## config.mk

```make
export PLATFORM = sky130hd
export DESIGN_NAME = watchdog_fault_supervisor
export DESIGN_NICKNAME = d
export VERILOG_FILES = /design/src/inc/watchdog_fault_supervisor_pkg.sv /design/src/rtl/watchdog_fault_supervisor.sv
export VERILOG_INCLUDE_DIRS = /design/src /design/src/inc
export SDC_FILE = /design/constraint.sdc
export NUM_CORES = 1
export LEC_CHECK = 0
export BUFFER_PORTS_ARGS = -buffer_cell sky130_fd_sc_hd__buf_2
export CORE_MARGIN = 2
export CORE_UTILIZATION = 61
export DETAILED_ROUTE_END_ITERATION = 10
export GPL_ROUTABILITY_DRIVEN = 1
export PLACE_DENSITY = 0.83
export SETUP_SLACK_MARGIN = 0.1
export SLEW_MARGIN = 20
export SYNTH_ARGS = -nofsm -noshare
export SYNTH_HDL_FRONTEND = slang
export SYNTH_SLANG_ARGS = --single-unit
```

## constraint.sdc

```tcl
create_clock -name clock -period 5.7 [get_ports clock]
set_input_delay 0.57 -clock clock [delete_from_list [all_inputs] [get_ports clock]]
set_output_delay 0.57 -clock clock [all_outputs]
set_load 0.05 [all_outputs]
```

## src/inc/watchdog_fault_supervisor_params.svh

```systemverilog
// Constants for the watchdog and fault supervisor
// Contract
// - No fault while kick edges within 16 ms
// - Fault when kick edge spacing exceeds 24 ms
// - Stuck kick pulses reset low for 2 ms
// - Stuck period is start, timeout, pulse
// - Rate pin fault drives reset, power good stays
// - Thermal, supply, reference undervoltage force master reset
// - Pump cap pin fault gives pump undervoltage reset
// - Pump output short gives master reset
// - Reference overvoltage shows all rails over/under
`ifndef WATCHDOG_FAULT_SUPERVISOR_PARAMS_SVH
`define WATCHDOG_FAULT_SUPERVISOR_PARAMS_SVH
`define CLOCK_HZ          25000000
`define WD_PASS_MS        16
`define WD_FAIL_MS        24
`define WD_TIMEOUT_MS     20
`define WD_FAULT_PULSE_MS 2
`define WD_START_MS       10
`define MS_CYCLES(ms)     ((ms) * (`CLOCK_HZ / 1000))
`define RAIL_COUNT        4
`endif

```

## src/inc/watchdog_fault_supervisor_pkg.sv

```systemverilog
// Types for the watchdog and fault supervisor
package watchdog_fault_supervisor_pkg;
  typedef enum logic [1:0] {WD_START, WD_WATCH, WD_PULSE} wd_state_t;
  typedef struct packed {
    logic thermal_shutdown;
    logic supply_undervoltage;
    logic regulation_reference_uv;
    logic monitor_reference_uv;
    logic regulation_reference_ov;
    logic monitor_reference_ov;
    logic pump_undervoltage;
    logic pump_output_short;
    logic pump_cap_a_fault;
    logic pump_cap_b_fault;
    logic watchdog_rate_pin_fault;
  } fault_in_t;
endpackage

```

## src/rtl/watchdog_fault_supervisor.sv

```systemverilog
// Watchdog kick supervisor and fault to master reset logic
`timescale 1ns/1ps
`include "watchdog_fault_supervisor_params.svh"
module watchdog_fault_supervisor #(
  parameter int unsigned START_CYCLES   = `MS_CYCLES(`WD_START_MS),
  parameter int unsigned TIMEOUT_CYCLES = `MS_CYCLES(`WD_TIMEOUT_MS),
  parameter int unsigned PULSE_CYCLES   = `MS_CYCLES(`WD_FAULT_PULSE_MS),
  parameter int unsigned RAILS          = `RAIL_COUNT
) (
  input  wire logic                                      clock,
  input  wire logic                                      rst,
  input  wire logic                                      kick,
  input  wire watchdog_fault_supervisor_pkg::fault_in_t  faults,
  output logic                                           reset_out_low,
  output logic                                           five_volt_good,
  output logic                                           master_reset_event,
  output logic                                           regulators_on,
  output logic [RAILS-1:0]                               rail_overvoltage,
  output logic [RAILS-1:0]                               rail_undervoltage,
  output logic                                           watchdog_fault
);
  // Refuse counts and widths that the logic cannot serve
  if (TIMEOUT_CYCLES < 2 || PULSE_CYCLES < 1 || START_CYCLES < 1 || RAILS < 1)
  begin : g_bad_params
    $error("watchdog_fault_supervisor: bad parameters");
  end

  watchdog_fault_supervisor_pkg::fault_in_t  fault_s1_q;
  watchdog_fault_supervisor_pkg::fault_in_t  fault_s2_q;
  watchdog_fault_supervisor_pkg::wd_state_t  state_q;
  logic        kick_s1_q;
  logic        kick_s2_q;
  logic        kick_prev_q;
  logic [31:0] count_q;
  logic        master_d;
  logic        kick_rise;

  // True while the watchdog is in its fault pulse
  function automatic logic in_pulse(input watchdog_fault_supervisor_pkg::wd_state_t s);
    return s == watchdog_fault_supervisor_pkg::WD_PULSE;
  endfunction

  // True while either reference reads too high
  function automatic logic reference_high(input watchdog_fault_supervisor_pkg::fault_in_t f);
    return f.regulation_reference_ov | f.monitor_reference_ov;
  endfunction

  // Two stage synchronisers for pins
  always_ff @(posedge clock)
  begin
    if (rst)
    begin
      kick_s1_q   <= 1'b0;
      kick_s2_q   <= 1'b0;
      kick_prev_q <= 1'b0;
      fault_s1_q  <= '0;
      fault_s2_q  <= '0;
    end
    else
    begin
      kick_s1_q   <= kick;
      kick_s2_q   <= kick_s1_q;
      kick_prev_q <= kick_s2_q;
      fault_s1_q  <= faults;
      fault_s2_q  <= fault_s1_q;
    end
  end

  assign kick_rise = kick_s2_q & ~kick_prev_q;

  // Master reset from non-latched faults
  always_comb
  begin
    master_d = fault_s2_q.thermal_shutdown | fault_s2_q.supply_undervoltage
             | fault_s2_q.regulation_reference_uv | fault_s2_q.monitor_reference_uv
             | fault_s2_q.pump_undervoltage | fault_s2_q.pump_cap_a_fault
             | fault_s2_q.pump_cap_b_fault | fault_s2_q.pump_output_short;
  end

  // Watchdog: start delay, timeout window, fault pulse
  always_ff @(posedge clock)
  begin
    if (rst || master_d)
    begin
      state_q <= watchdog_fault_supervisor_pkg::WD_START;
      count_q <= 32'h0000_0000;
    end
    else
    begin
      unique case (state_q)
        watchdog_fault_supervisor_pkg::WD_START:
        begin
          if (count_q >= START_CYCLES - 1)
          begin
            state_q <= watchdog_fault_supervisor_pkg::WD_WATCH;
            count_q <= 32'h0000_0000;
          end
          else
            count_q <= count_q + 32'h0000_0001;
        end
        watchdog_fault_supervisor_pkg::WD_WATCH:
        begin
          if (kick_rise)
            count_q <= 32'h0000_0000;
          else if (count_q >= TIMEOUT_CYCLES - 1)
          begin
            state_q <= watchdog_fault_supervisor_pkg::WD_PULSE;
            count_q <= 32'h0000_0000;
          end
          else
            count_q <= count_q + 32'h0000_0001;
        end
        watchdog_fault_supervisor_pkg::WD_PULSE:
        begin
          if (count_q >= PULSE_CYCLES - 1)
          begin
            state_q <= watchdog_fault_supervisor_pkg::WD_START;
            count_q <= 32'h0000_0000;
          end
          else
            count_q <= count_q + 32'h0000_0001;
        end
        default:
        begin
          state_q <= watchdog_fault_supervisor_pkg::WD_START;
          count_q <= 32'h0000_0000;
        end
      endcase
    end
  end

  // Master reset and regulator enable
  always_ff @(posedge clock)
  begin
    if (rst)
    begin
      master_reset_event <= 1'b0;
      regulators_on      <= 1'b0;
    end
    else
    begin
      master_reset_event <= master_d;
      regulators_on      <= ~master_d;
    end
  end

  // Rail monitor flags from reference faults
  always_ff @(posedge clock)
  begin
    if (rst)
    begin
      rail_overvoltage  <= '0;
      rail_undervoltage <= '0;
    end
    else
    begin
      rail_overvoltage  <= {RAILS{fault_s2_q.regulation_reference_ov}};
      rail_undervoltage <= {RAILS{fault_s2_q.monitor_reference_ov}};
    end
  end

  // Watchdog fault pulse flag
  always_ff @(posedge clock)
  begin
    if (rst)
      watchdog_fault <= 1'b0;
    else
      watchdog_fault <= in_pulse(state_q);
  end

  // Power good stays high on a rate pin fault
  always_ff @(posedge clock)
  begin
    if (rst)
      five_volt_good <= 1'b0;
    else
      five_volt_good <= ~(master_d | reference_high(fault_s2_q));
  end

  // Active low reset output
  always_ff @(posedge clock)
  begin
    if (rst)
      reset_out_low <= 1'b0;
    else
      reset_out_low <= ~(master_d | fault_s2_q.watchdog_rate_pin_fault
                         | reference_high(fault_s2_q)
                         | in_pulse(state_q));
  end
endmodule // watchdog_fault_supervisor

```

==> summary.txt, run 1 <==
Synth
  – Mapped Cells: 223
  – Distinct cells, synth: 39
  – Yosys synthesis warning count: 0
  – EDFF count, synth: 0
  – Register area share after synthesis: 54.9%
  – Yosys reg bits: 66
  – Async SR Flop Fraction: 0%
  – Syn Std Cell Area: 2400 sq um
  – Syn avg cell area: 10.8 sq um
  – Top_reg_cell synth: dfxtp_1

STA
  – Endpoints failing setup: 0
  – TNS Setup: 0 ns
  – Fmax: 0.410 GHz
  – Final Cycle Share: 42.8%
  – Max Slew Vio Count: 0
  – Worst Tran Pin Value: 1.05 ns
  – Final hold slack: 0.426 ns
  – RSZ-0062 raised after global routing: false
  – Final hold viol count: 0
  – Min Tclk post-route: 2.44 ns
  – Slew headroom: 30.2%
  – Worst Skew: 0.00828 ns

Finish
  – Leading cell types in the layout, fill and taps excluded: 66 x dfxtp_1, 26 x nor2b_1, 26 x buf_2
  – # diodes: 0
  – Share of cells above drive strength 1: 21.4%
  – Commonest non-fill, non-tap cell in the layout: dfxtp_1
  – Nets: 272
  – Fin cells: 310
  – Layout area overhead: 14.9%
  – Cell area after layout: 2760 sq um

Min path
  – HP Class: flip-flop to flip-flop

Drt
  – Routed WL: 3810 microns
  – Per-cell routed wire length: 12.3 microns
  – First-iteration detailed-routing DRC count: 222
  – Vias per cell: 5.24
  – DRT antenna net count: 0
  – DR pass1 iterations: 4
  – Drt drc: 0
  – DR vias: 1624

Clocking
  – Post-CTS Resized: 0
  – Worst-path clk slew: 0.07 ns
  – CTS Sinks: 66
  – Clk buf depth: 2
  – Worst skew pair latency: 0.34 ns
  – Hold Buf Count CTS: 0
  – Setup fix buffers added after clock tree synthesis: 0
  – Root buffer cell: clkbuf_8
  – TritonCTS Buffers: 9
  – H-tree depth: 3
  – CTS tree: built

GRT
  – Total GRT Usage: 20.3%
  – Vias in the first global route: 1441
  – First-pass GRT wire length: 6420 microns
  – Initial antenna violation count: 0
  – Largest net degree at the start of global routing: 31
  – Grt total ovfl: 0

Pwr
  – PwrDens: 342 nW/um^2
  – Worst vdd ir: 0.000240 V
  – Cell leakage power: 0.00103 uW

Placement
  – Port bufs: 26
  – GPL Wtd Cong: 0.845
  – Placed cell areas: 2550 sq um
  – Placed insts: 294
  – Post-DP HPWL: 2550 microns

Floorplan
  – Initial Util: 64.7%
  – Die H: 66.8 microns
  – Num ports: 27
  – Std-Cell Rows: 22
  – Chip width: 66.8 microns
  – Die area: 4460 sq um
  – Total core area: 3720 sq um

Critical path
  – Worst path arrival time: 2.61 ns
  – Worst EP required: 5.87 ns
  – Setup crit end kind: flip-flop
  – CP Launch Type: flip-flop
  – CP Class: flip-flop to flip-flop
  – CP Max Fanout: 19

Outcome
  – Status: completed

Flow run
  – Max cap viols: 0
[worst paths after layout]
check           startpoint              to  slack, ns  cells past startpoint
min          fault_s2_q[5]  five_volt_good       0.43                      1
max reg2reg     count_q[0]      count_q[3]       3.26                      6
min reg2reg  fault_s2_q[5]  five_volt_good       0.43                      1
max             count_q[0]      count_q[3]       3.26                      6
[worst max-delay path, stage by stage, from the launching register on]
cell and delay (ns):
dfxtp_1 0.39, ha_1 0.22, nand3_1 0.22, o211ai_1 0.32
a211oi_4 0.13, a221oi_4 0.87, nor3_1 0.13
[cell type report]
cell class,instances,area (sq um)
clock buffers,10,128
flip-flops and latches,66,1320
clock inverters,6,90.1
repair buffers,26,130
inverters,3,11.3
multi-input cells,151,1020
fillers,258,952
well taps,48,60.1
[cells in the mapped netlist (all sizes together), types with 4 or more instances]
master,number,share of area [%]
dfxtp,66,55
nor2b,26,6.8
nor3,25,7.5
nor2,11,1.7
buf,9,3.0
nand3,9,1.9
xor2,9,3.3
nor4,8,2.1
xnor2,8,2.9
nand2,7,1.1
clkbuf,6,0.94
nand4,6,1.6
a21oi,4,0.83
[state kept, by name, indices dropped and copies added (netlist names), 2 cells and up]
signal      count
state_q         2
count_q        32
fault_s1_q     11
fault_s2_q     11
[routing by layer]
metal | vias up | GRT usage (%) | part of all wire (%)
met3 | 9 | 6.08 | 6.1
li1 | 819 | - | -
met2 | 48 | 30.4 | 47
met5 | - | 0 | 0
met1 | 748 | 25.5 | 45
met4 | 0 | 12.2 | 1.9
[stage by stage]
step                      util, %  setup slack, ns  total power [uW]
after global routing         74.4             3.10               980
after detailed placement     68.5             3.28               538
after CTS                    74.4             3.27               954
final                        74.4             3.26               945
after floorplan                 -             3.77               527
after global placement       68.5             3.34               536
[report_power, final]
| group | switching (uW) | internal (uW) |
|---|---|---|
| Sequential | 5.45 | 478 |
| Combinational | 30.5 | 13.7 |
| Clock | 170 | 248 |
[kinds of logic (layout without fill, tap and decap cells)]
group	after synthesis	after routing	synth area share [%]
compound gates	15	15	6.61
xor+xnor	17	17	6.19
fa+ha+maj	1	1	0.520
buf+inv	18	45	4.37
flops	66	66	54.9
other cells	1	13	0.156
simple gates	105	105	27.2
Power figures use the tool's default switching activity.
==> inputs of run 2 (changes only) <==
--- a/config.mk
+++ b/config.mk
@@ -8,10 +8,10 @@
 export LEC_CHECK = 0
 export BUFFER_PORTS_ARGS = -buffer_cell sky130_fd_sc_hd__buf_2
 export CORE_MARGIN = 2
-export CORE_UTILIZATION = 61
+export CORE_UTILIZATION = 56
 export DETAILED_ROUTE_END_ITERATION = 10
 export GPL_ROUTABILITY_DRIVEN = 1
-export PLACE_DENSITY = 0.83
+export PLACE_DENSITY = 0.77
 export SETUP_SLACK_MARGIN = 0.1
 export SLEW_MARGIN = 20
 export SYNTH_ARGS = -nofsm -noshare
==> constraint.sdc (replaced) <==
create_clock -name clock -period 2.3 [get_ports clock]
set_input_delay 0.23 -clock clock [delete_from_list [all_inputs] [get_ports clock]]
set_output_delay 0.23 -clock clock [all_outputs]
set_load 0.05 [all_outputs]
==> run 2 against run 1 <==
  * Sequential power is 150% higher
  * Cell count is 6.1% higher
  * Largest cell class unchanged
  * Combinational power is 150% higher
  * Critical path type unchanged
  * Count of clock-buffer cells in the layout is 2 higher
  * Non-clock buffer count is 17 higher
==> summary.txt, run 2 (synthesis gave the netlist of run 1 again) <==
Outcome
  – Status: completed

STA
  – Max Slew Vio Count: 0 (unchanged)
  – Fmax: 0.499 GHz (+22%)
  – TNS Setup: 0 ns (unchanged)
  – Worst Tran Pin Value: 0.815 ns (-0.232 ns)
  – Endpoints failing setup: 0 (unchanged)
  – Slew headroom: 45.6% (+15 points)
  – Final hold viol count: 0 (unchanged)
  – RSZ-0062 raised after global routing: false
  – Final hold slack: 0.101 ns (-0.324 ns)
  – Worst Skew: 0.00991 ns (+0.00164 ns)
  – Min Tclk post-route: 2.00 ns (-0.439 ns)
  – Final Cycle Share: 87.1% (+44 points)

Critical path
  – Critical Path Source: count_q[21]
  – Worst-case reg-to-reg path depth: 7 (+1)
  – CP Launch Type: flip-flop
  – R2r endpoint: count_q[4]
  – Worst EP required: 2.54 ns (-3.33 ns)
  – RR Startpoint: count_q[21]
  – Worst setup path end: count_q[4]
  – Worst path arrival time: 2.25 ns (-0.36 ns)
  – Setup crit end kind: flip-flop
  – CP Max Fanout: 19 (unchanged)
  – R2R Setup Slk: 0.30 ns (-2.96 ns)
  – CP Class: flip-flop to flip-flop

Pwr
  – Cell leakage power: 0.00113 uW (+10%)
  – Worst vdd ir: 0.000574 V (+140%)
  – PwrDens: 815 nW/um^2 (+140%)
  – Design Power: 2390 uW (+150%)

Clocking
  – TritonCTS Buffers: 9 (unchanged)
  – Root buffer cell: clkbuf_8
  – Worst skew pair latency: 0.34 ns (about the same)
  – CTS tree: built
  – CTS Sinks: 66 (unchanged)
  – Worst-path clk slew: 0.07 ns (about the same)
  – H-tree depth: 3 (unchanged)
  – Clk buf depth: 2 (unchanged)

Finish
  – Commonest non-fill, non-tap cell in the layout: dfxtp_1
  – Nets: 289 (+6.3%)
  – Biggest register: count_q
  – Largest register FFs: 32 (unchanged)
  – Cell area after layout: 2940 sq um (+6.2%)
  – # diodes: 0 (unchanged)
  – Leading cell types in the layout, fill and taps excluded: 66 x dfxtp_1, 26 x nor2b_1, 26 x buf_2
  – Top Registers: count_q (32), fault_s1_q (11), fault_s2_q (11)
  – Final core occ: 72.4% (-2.0 points)
  – Layout area overhead: 22.1%
  – Share of cells above drive strength 1: 27.2% (+5.9 points)

Placement
  – Port bufs: 26 (unchanged)
  – Placed cell areas: 2660 sq um (+4.5%)
  – GPL Wtd Cong: 0.793 (-6.2%)
  – Post-DP HPWL: 2570 microns (+0.55%)

Floorplan
  – Total core area: 4060 sq um (+9.2%)
  – Chip width: 69.5 microns (+4.1%)
  – Initial Util: 59.3% (-5.4 points)
  – Std-Cell Rows: 23 (+4.5%)
  – Die H: 69.5 microns (+4.1%)
  – Num ports: 27 (unchanged)
  – Die area: 4830 sq um (+8.4%)

Drt
  – Drt drc: 0 (unchanged)
  – Per-cell routed wire length: 12.0 microns (-2.2%)
  – DRT antenna net count: 0 (unchanged)
  – Vias per cell: 5.05 (-3.5%)
  – Routed WL: 3950 microns (+3.8%)
  – Wire length on met2: 1770 microns (about the same)
  – DR pass1 iterations: 4 (unchanged)
  – DR vias: 1663 (+2.4%)
  – M1 wire length: 1860 microns (+7.6%)
  – DR WL met3: 206 microns (-12%)
  – Top Metal Used: met4
  – First-iteration detailed-routing DRC count: 121 (-45%)

GRT
  – Vias in the first global route: 1533 (+6.4%)
  – First-pass GRT wire length: 6910 microns (+7.6%)
  – Total GRT Usage: 18.3% (-2.0 points)
  – Largest net degree at the start of global routing: 30 (-3.2%)
  – Initial antenna violation count: 0 (unchanged)
  – Grt total ovfl: 0 (unchanged)

Min path
  – HP Class: primary input to flip-flop

Flow run
  – Max cap viols: 0 (unchanged)
run 2: power breakdown:
part / switching, uW / internal (uW)
Combinational: 74.2 / 35.2
Clock: 415 / 670
Sequential: 14.1 / 1180
Total: 503 / 1890
run 2: how the worst min path moves through the flow:
stage	start	to	cells past startpoint	slack, ns
2_1_floorplan	faults[0]	fault_s1_q[0]	1	0.36
3_3_place_gp	fault_s2_q[6]	five_volt_good	1	0.41
3_5_place_dp	fault_s2_q[5]	five_volt_good	1	0.42
4_1_cts	faults[10]	fault_s1_q[10]	2	0.09
5_1_grt	faults[8]	fault_s1_q[8]	2	0.1
6_report	kick	kick_s1_q	2	0.10
run 2: worst max-delay path, cell delays in order (launching register included):
cell and delay, ns:
dfxtp_1 0.31, nor4_2 0.37, nand4_1 0.14, buf_4 0.18
a2111oi_4 0.39, a221oi_4 0.13, buf_12 0.18, nor3_1 0.21
run 2: layer usage:
| layer | up-vias | track usage (%) |
|---|---|---|
| met2 | 51 | 26.4 |
| met4 | 0 | 11.5 |
| met5 | - | 0 |
| met1 | 744 | 24.5 |
| li1 | 856 | - |
| met3 | 12 | 4.36 |
run 2: cell type report:
| class | count | area [sq um] |
|---|---|---|
| Clock buffer | 12 | 155 |
| Timing Repair Buffer | 43 | 270 |
| Multi-Input combinational cell | 151 | 1040 |
| Clock inverter | 4 | 73.8 |
| Sequential cell | 66 | 1320 |
| Tap cell | 50 | 62.6 |
| Inverter | 3 | 11.3 |
| Fill cell | 303 | 1120 |
run 2: through the flow:
step / instances / setup WS [ns]
after global placement: 311 / 0.0706
after CTS: 328 / 0.151
after global routing: 329 / 0.164
final: 329 / 0.298
after floorplan: 235 / 0.366
after detailed placement: 311 / -0.0145
run 2: timing repair:
action                                 in CTS  in global routing
pin swaps                                   1                  1
resized for setup                           0                  3
hold buffers                                0                  0
endpoints found under the hold margin       0                  0
setup buffers                               1                  1
setup endpoints to repair                  19                 19
==> inputs of run 3 (changes only) <==
--- a/config.mk
+++ b/config.mk
@@ -12,6 +12,7 @@
 export DETAILED_ROUTE_END_ITERATION = 10
 export GPL_ROUTABILITY_DRIVEN = 1
 export PLACE_DENSITY = 0.77
+export REMOVE_ABC_BUFFERS = 1
 export SETUP_SLACK_MARGIN = 0.1
 export SLEW_MARGIN = 20
 export SYNTH_ARGS = -nofsm -noshare
==> run 3 against run 2 <==
  * Non-clock buffer count did not move
  * Largest cell class unchanged
  * Global-route usage grew 0.18 points
  * Sequential power is essentially flat
  * Count of clock-buffer cells in the layout increased by 1
  * Clock power shrank 7%
  * Via count fell by 0.72%
  * Largest power group unchanged
==> summary.txt, run 3 (synthesis gave the netlist of run 1 again) <==
Pwr
  – Switch share: 21.6% (+0.56 points)
  – Clock share of power: 43.4% (-1.9 points)
  – Cell leakage power: 0.00112 uW (-1.0%)
  – Sequential power share: 51.8% (+1.7 points)
  – Cell internal pwr: 1810 uW (-4.1%)
  – P_sw: 499 uW (-0.88%)
  – Logic pwr share: 4.8% (+0.2 points)
  – PwrDens: 792 nW/um^2 (-2.8%)
  – Design Power: 2310 uW (-3.5%)
  – Worst vdd ir: 0.000563 V (-1.9%)

Critical path
  – CP Launch Type: flip-flop
  – Cells along the critical path: ha_1, and3_1, o41a_1, o211ai_1, a221oi_4, buf_12, nor3_1
  – Worst path arrival time: 2.25 ns (about the same)
  – Critical Path Max Stage Delay: 0.32 ns (-0.07 ns)
  – CP Max Fanout: 12 (-7)
  – Worst EP required: 2.55 ns (about the same)
  – CP Class: flip-flop to flip-flop
  – Setup crit end kind: flip-flop
  – Slowest cell on crit path: dfxtp_1

GRT
  – First-pass GRT wire length: 6820 microns (-1.4%)
  – Grt total ovfl: 0 (unchanged)
  – Initial antenna violation count: 0 (unchanged)
  – Largest net degree at the start of global routing: 30 (unchanged)
  – Vias in the first global route: 1518 (-0.98%)
  – Total GRT Usage: 18.4% (+0.18 points)

Clocking
  – TritonCTS Buffers: 9 (unchanged)
  – CTS Sinks: 66 (unchanged)
  – Worst-path clk slew: 0.07 ns (about the same)
  – H-tree depth: 3 (unchanged)
  – Root buffer cell: clkbuf_8
  – Worst skew pair latency: 0.33 ns (about the same)
  – CTS tree: built
  – Clk buf depth: 2 (unchanged)

STA
  – Final Cycle Share: 87.2% (+0.12 points)
  – Final hold viol count: 0 (unchanged)
  – Endpoints failing setup: 0 (unchanged)
  – Worst Tran Pin Value: 0.835 ns (+0.0192 ns)
  – Min Tclk post-route: 2.00 ns (+0.00272 ns)
  – RSZ-0062 raised after global routing: false
  – Worst Skew: 0.00705 ns (-0.00287 ns)
  – Fmax: 0.499 GHz (-0.14%)
  – Final hold slack: 0.0978 ns (-0.00364 ns)
  – Max Slew Vio Count: 0 (unchanged)
  – Slew headroom: 44.4% (-1.3 points)

Floorplan
  – Die H: 69.5 microns (unchanged)
  – Num ports: 27 (unchanged)
  – Chip width: 69.5 microns (unchanged)
  – Total core area: 4060 sq um (unchanged)
  – Die area: 4830 sq um (unchanged)
  – Initial Util: 59.3% (unchanged)
  – Std-Cell Rows: 23 (unchanged)

Finish
  – Commonest non-fill, non-tap cell in the layout: dfxtp_1
  – # diodes: 0 (unchanged)
  – Sequential Area: 1320 sq um (unchanged)
  – Nets: 289 (unchanged)
  – Biggest register: count_q
  – Top Registers: count_q (32), fault_s1_q (11), fault_s2_q (11)
  – Area of the multi-input gates: 1040 sq um (-0.60%)
  – Leading cell types in the layout, fill and taps excluded: 66 x dfxtp_1, 26 x nor2b_1, 26 x buf_2
  – Fillcell total: 303 (unchanged)
  – Share of cells above drive strength 1: 26.9% (-0.36 points)
  – Layout area overhead: 21.3%
  – Largest register FFs: 32 (unchanged)
  – Final core occ: 71.9% (-0.49 points)

Drt
  – DRT antenna net count: 0 (unchanged)
  – Vias per cell: 5.02 (-0.72%)
  – Drt drc: 0 (unchanged)
  – DR vias: 1651 (-0.72%)
  – Routed WL: 4030 microns (+2.1%)
  – DR pass1 iterations: 4 (unchanged)
  – Per-cell routed wire length: 12.3 microns (+2.1%)
  – First-iteration detailed-routing DRC count: 123 (+1.7%)

Placement
  – Port bufs: 26 (unchanged)
  – GPL Wtd Cong: 0.823 (+3.8%)
  – Post-DP HPWL: 2760 microns (+7.4%)

Flow run
  – Max cap viols: 0 (unchanged)

Outcome
  – Status: completed

Min path
  – HP Class: primary input to flip-flop
==> run 3: changes by cell type in the layout (fill, tap and decap cells not counted), sizes merged <==
| cell | before | now |
|---|---|---|
| clkinvlp | 0 | 1 |
| bufinv | 2 | 1 |
| clkbuf | 12 | 13 |
| clkinv | 2 | 1 |
==> run 3: power by group through the flow <==
stage	registers, uW	clock network, uW	logic, uW
6_report	1200	1000	110
5_1_grt	1200	1080	120
4_1_cts	1200	1030	110
3_5_place_dp	1220	0	110
3_3_place_gp	1220	0	108
2_1_floorplan	1250	0	40.5
==> run 3: timing repair <==
item,4_1_cts,5_1_grt
setup buffers,2,1
resized for setup,0,2
hold buffers,0,0
setup endpoints to repair,19,19
pin swaps,1,1
==> run 3: path summary, 6_finish.rpt <==
kind                                    start              to  slack [ns]  cells past startpoint
worst min register to register  fault_s2_q[6]  five_volt_good        0.42                      1
worst max register to register     count_q[0]      count_q[7]        0.30                      7
worst min-delay path                faults[9]   fault_s1_q[9]         0.1                      2
worst max-delay path               count_q[0]      count_q[7]        0.30                      7
==> run 3: layer usage <==
metal | routed length (microns) | share of wire (%) | vias to the layer above | track usage, %
li1 | - | - | 853 | -
met1 | 1860 | 46 | 758 | 22.0
met2 | 1930 | 48 | 30 | 28.7
met3 | 127 | 3.2 | 10 | 5.81
met4 | 112 | 2.8 | 0 | 11.5
met5 | 0 | 0 | - | 0
==> run 3: worst max-delay path: cells and delay by family, from the launching register on <==
kind / cells / cell delay, ns
AOI/OAI and AO/OA: 3 / 0.78
and+or+nand+nor: 2 / 0.41
DFF: 1 / 0.32
buffers and inverters: 1 / 0.18
adders and majority gates: 1 / 0.23
==> run 3: area by class of cell <==
class	count	share of cell area, %
Timing Repair Buffer	43	9.27
Inverter	3	0.386
Tap cell	50	2.15
Clock buffer	13	5.79
Sequential cell	66	45.3
Multi-Input combinational cell	151	35.5
Clock inverter	3	1.59
==> run 3: per-stage QoR <==
step	std cells	setup slack [ns]	setup TNS, ns	cell area, sq um
after global placement	310	0.0371	0	2650
after global routing	329	0.117	0	2920
after floorplan	220	0.198	0	2360
final	329	0.295	0	2920
after CTS	328	0.195	0	2900
after detailed placement	310	-0.0304	-0.182	2650
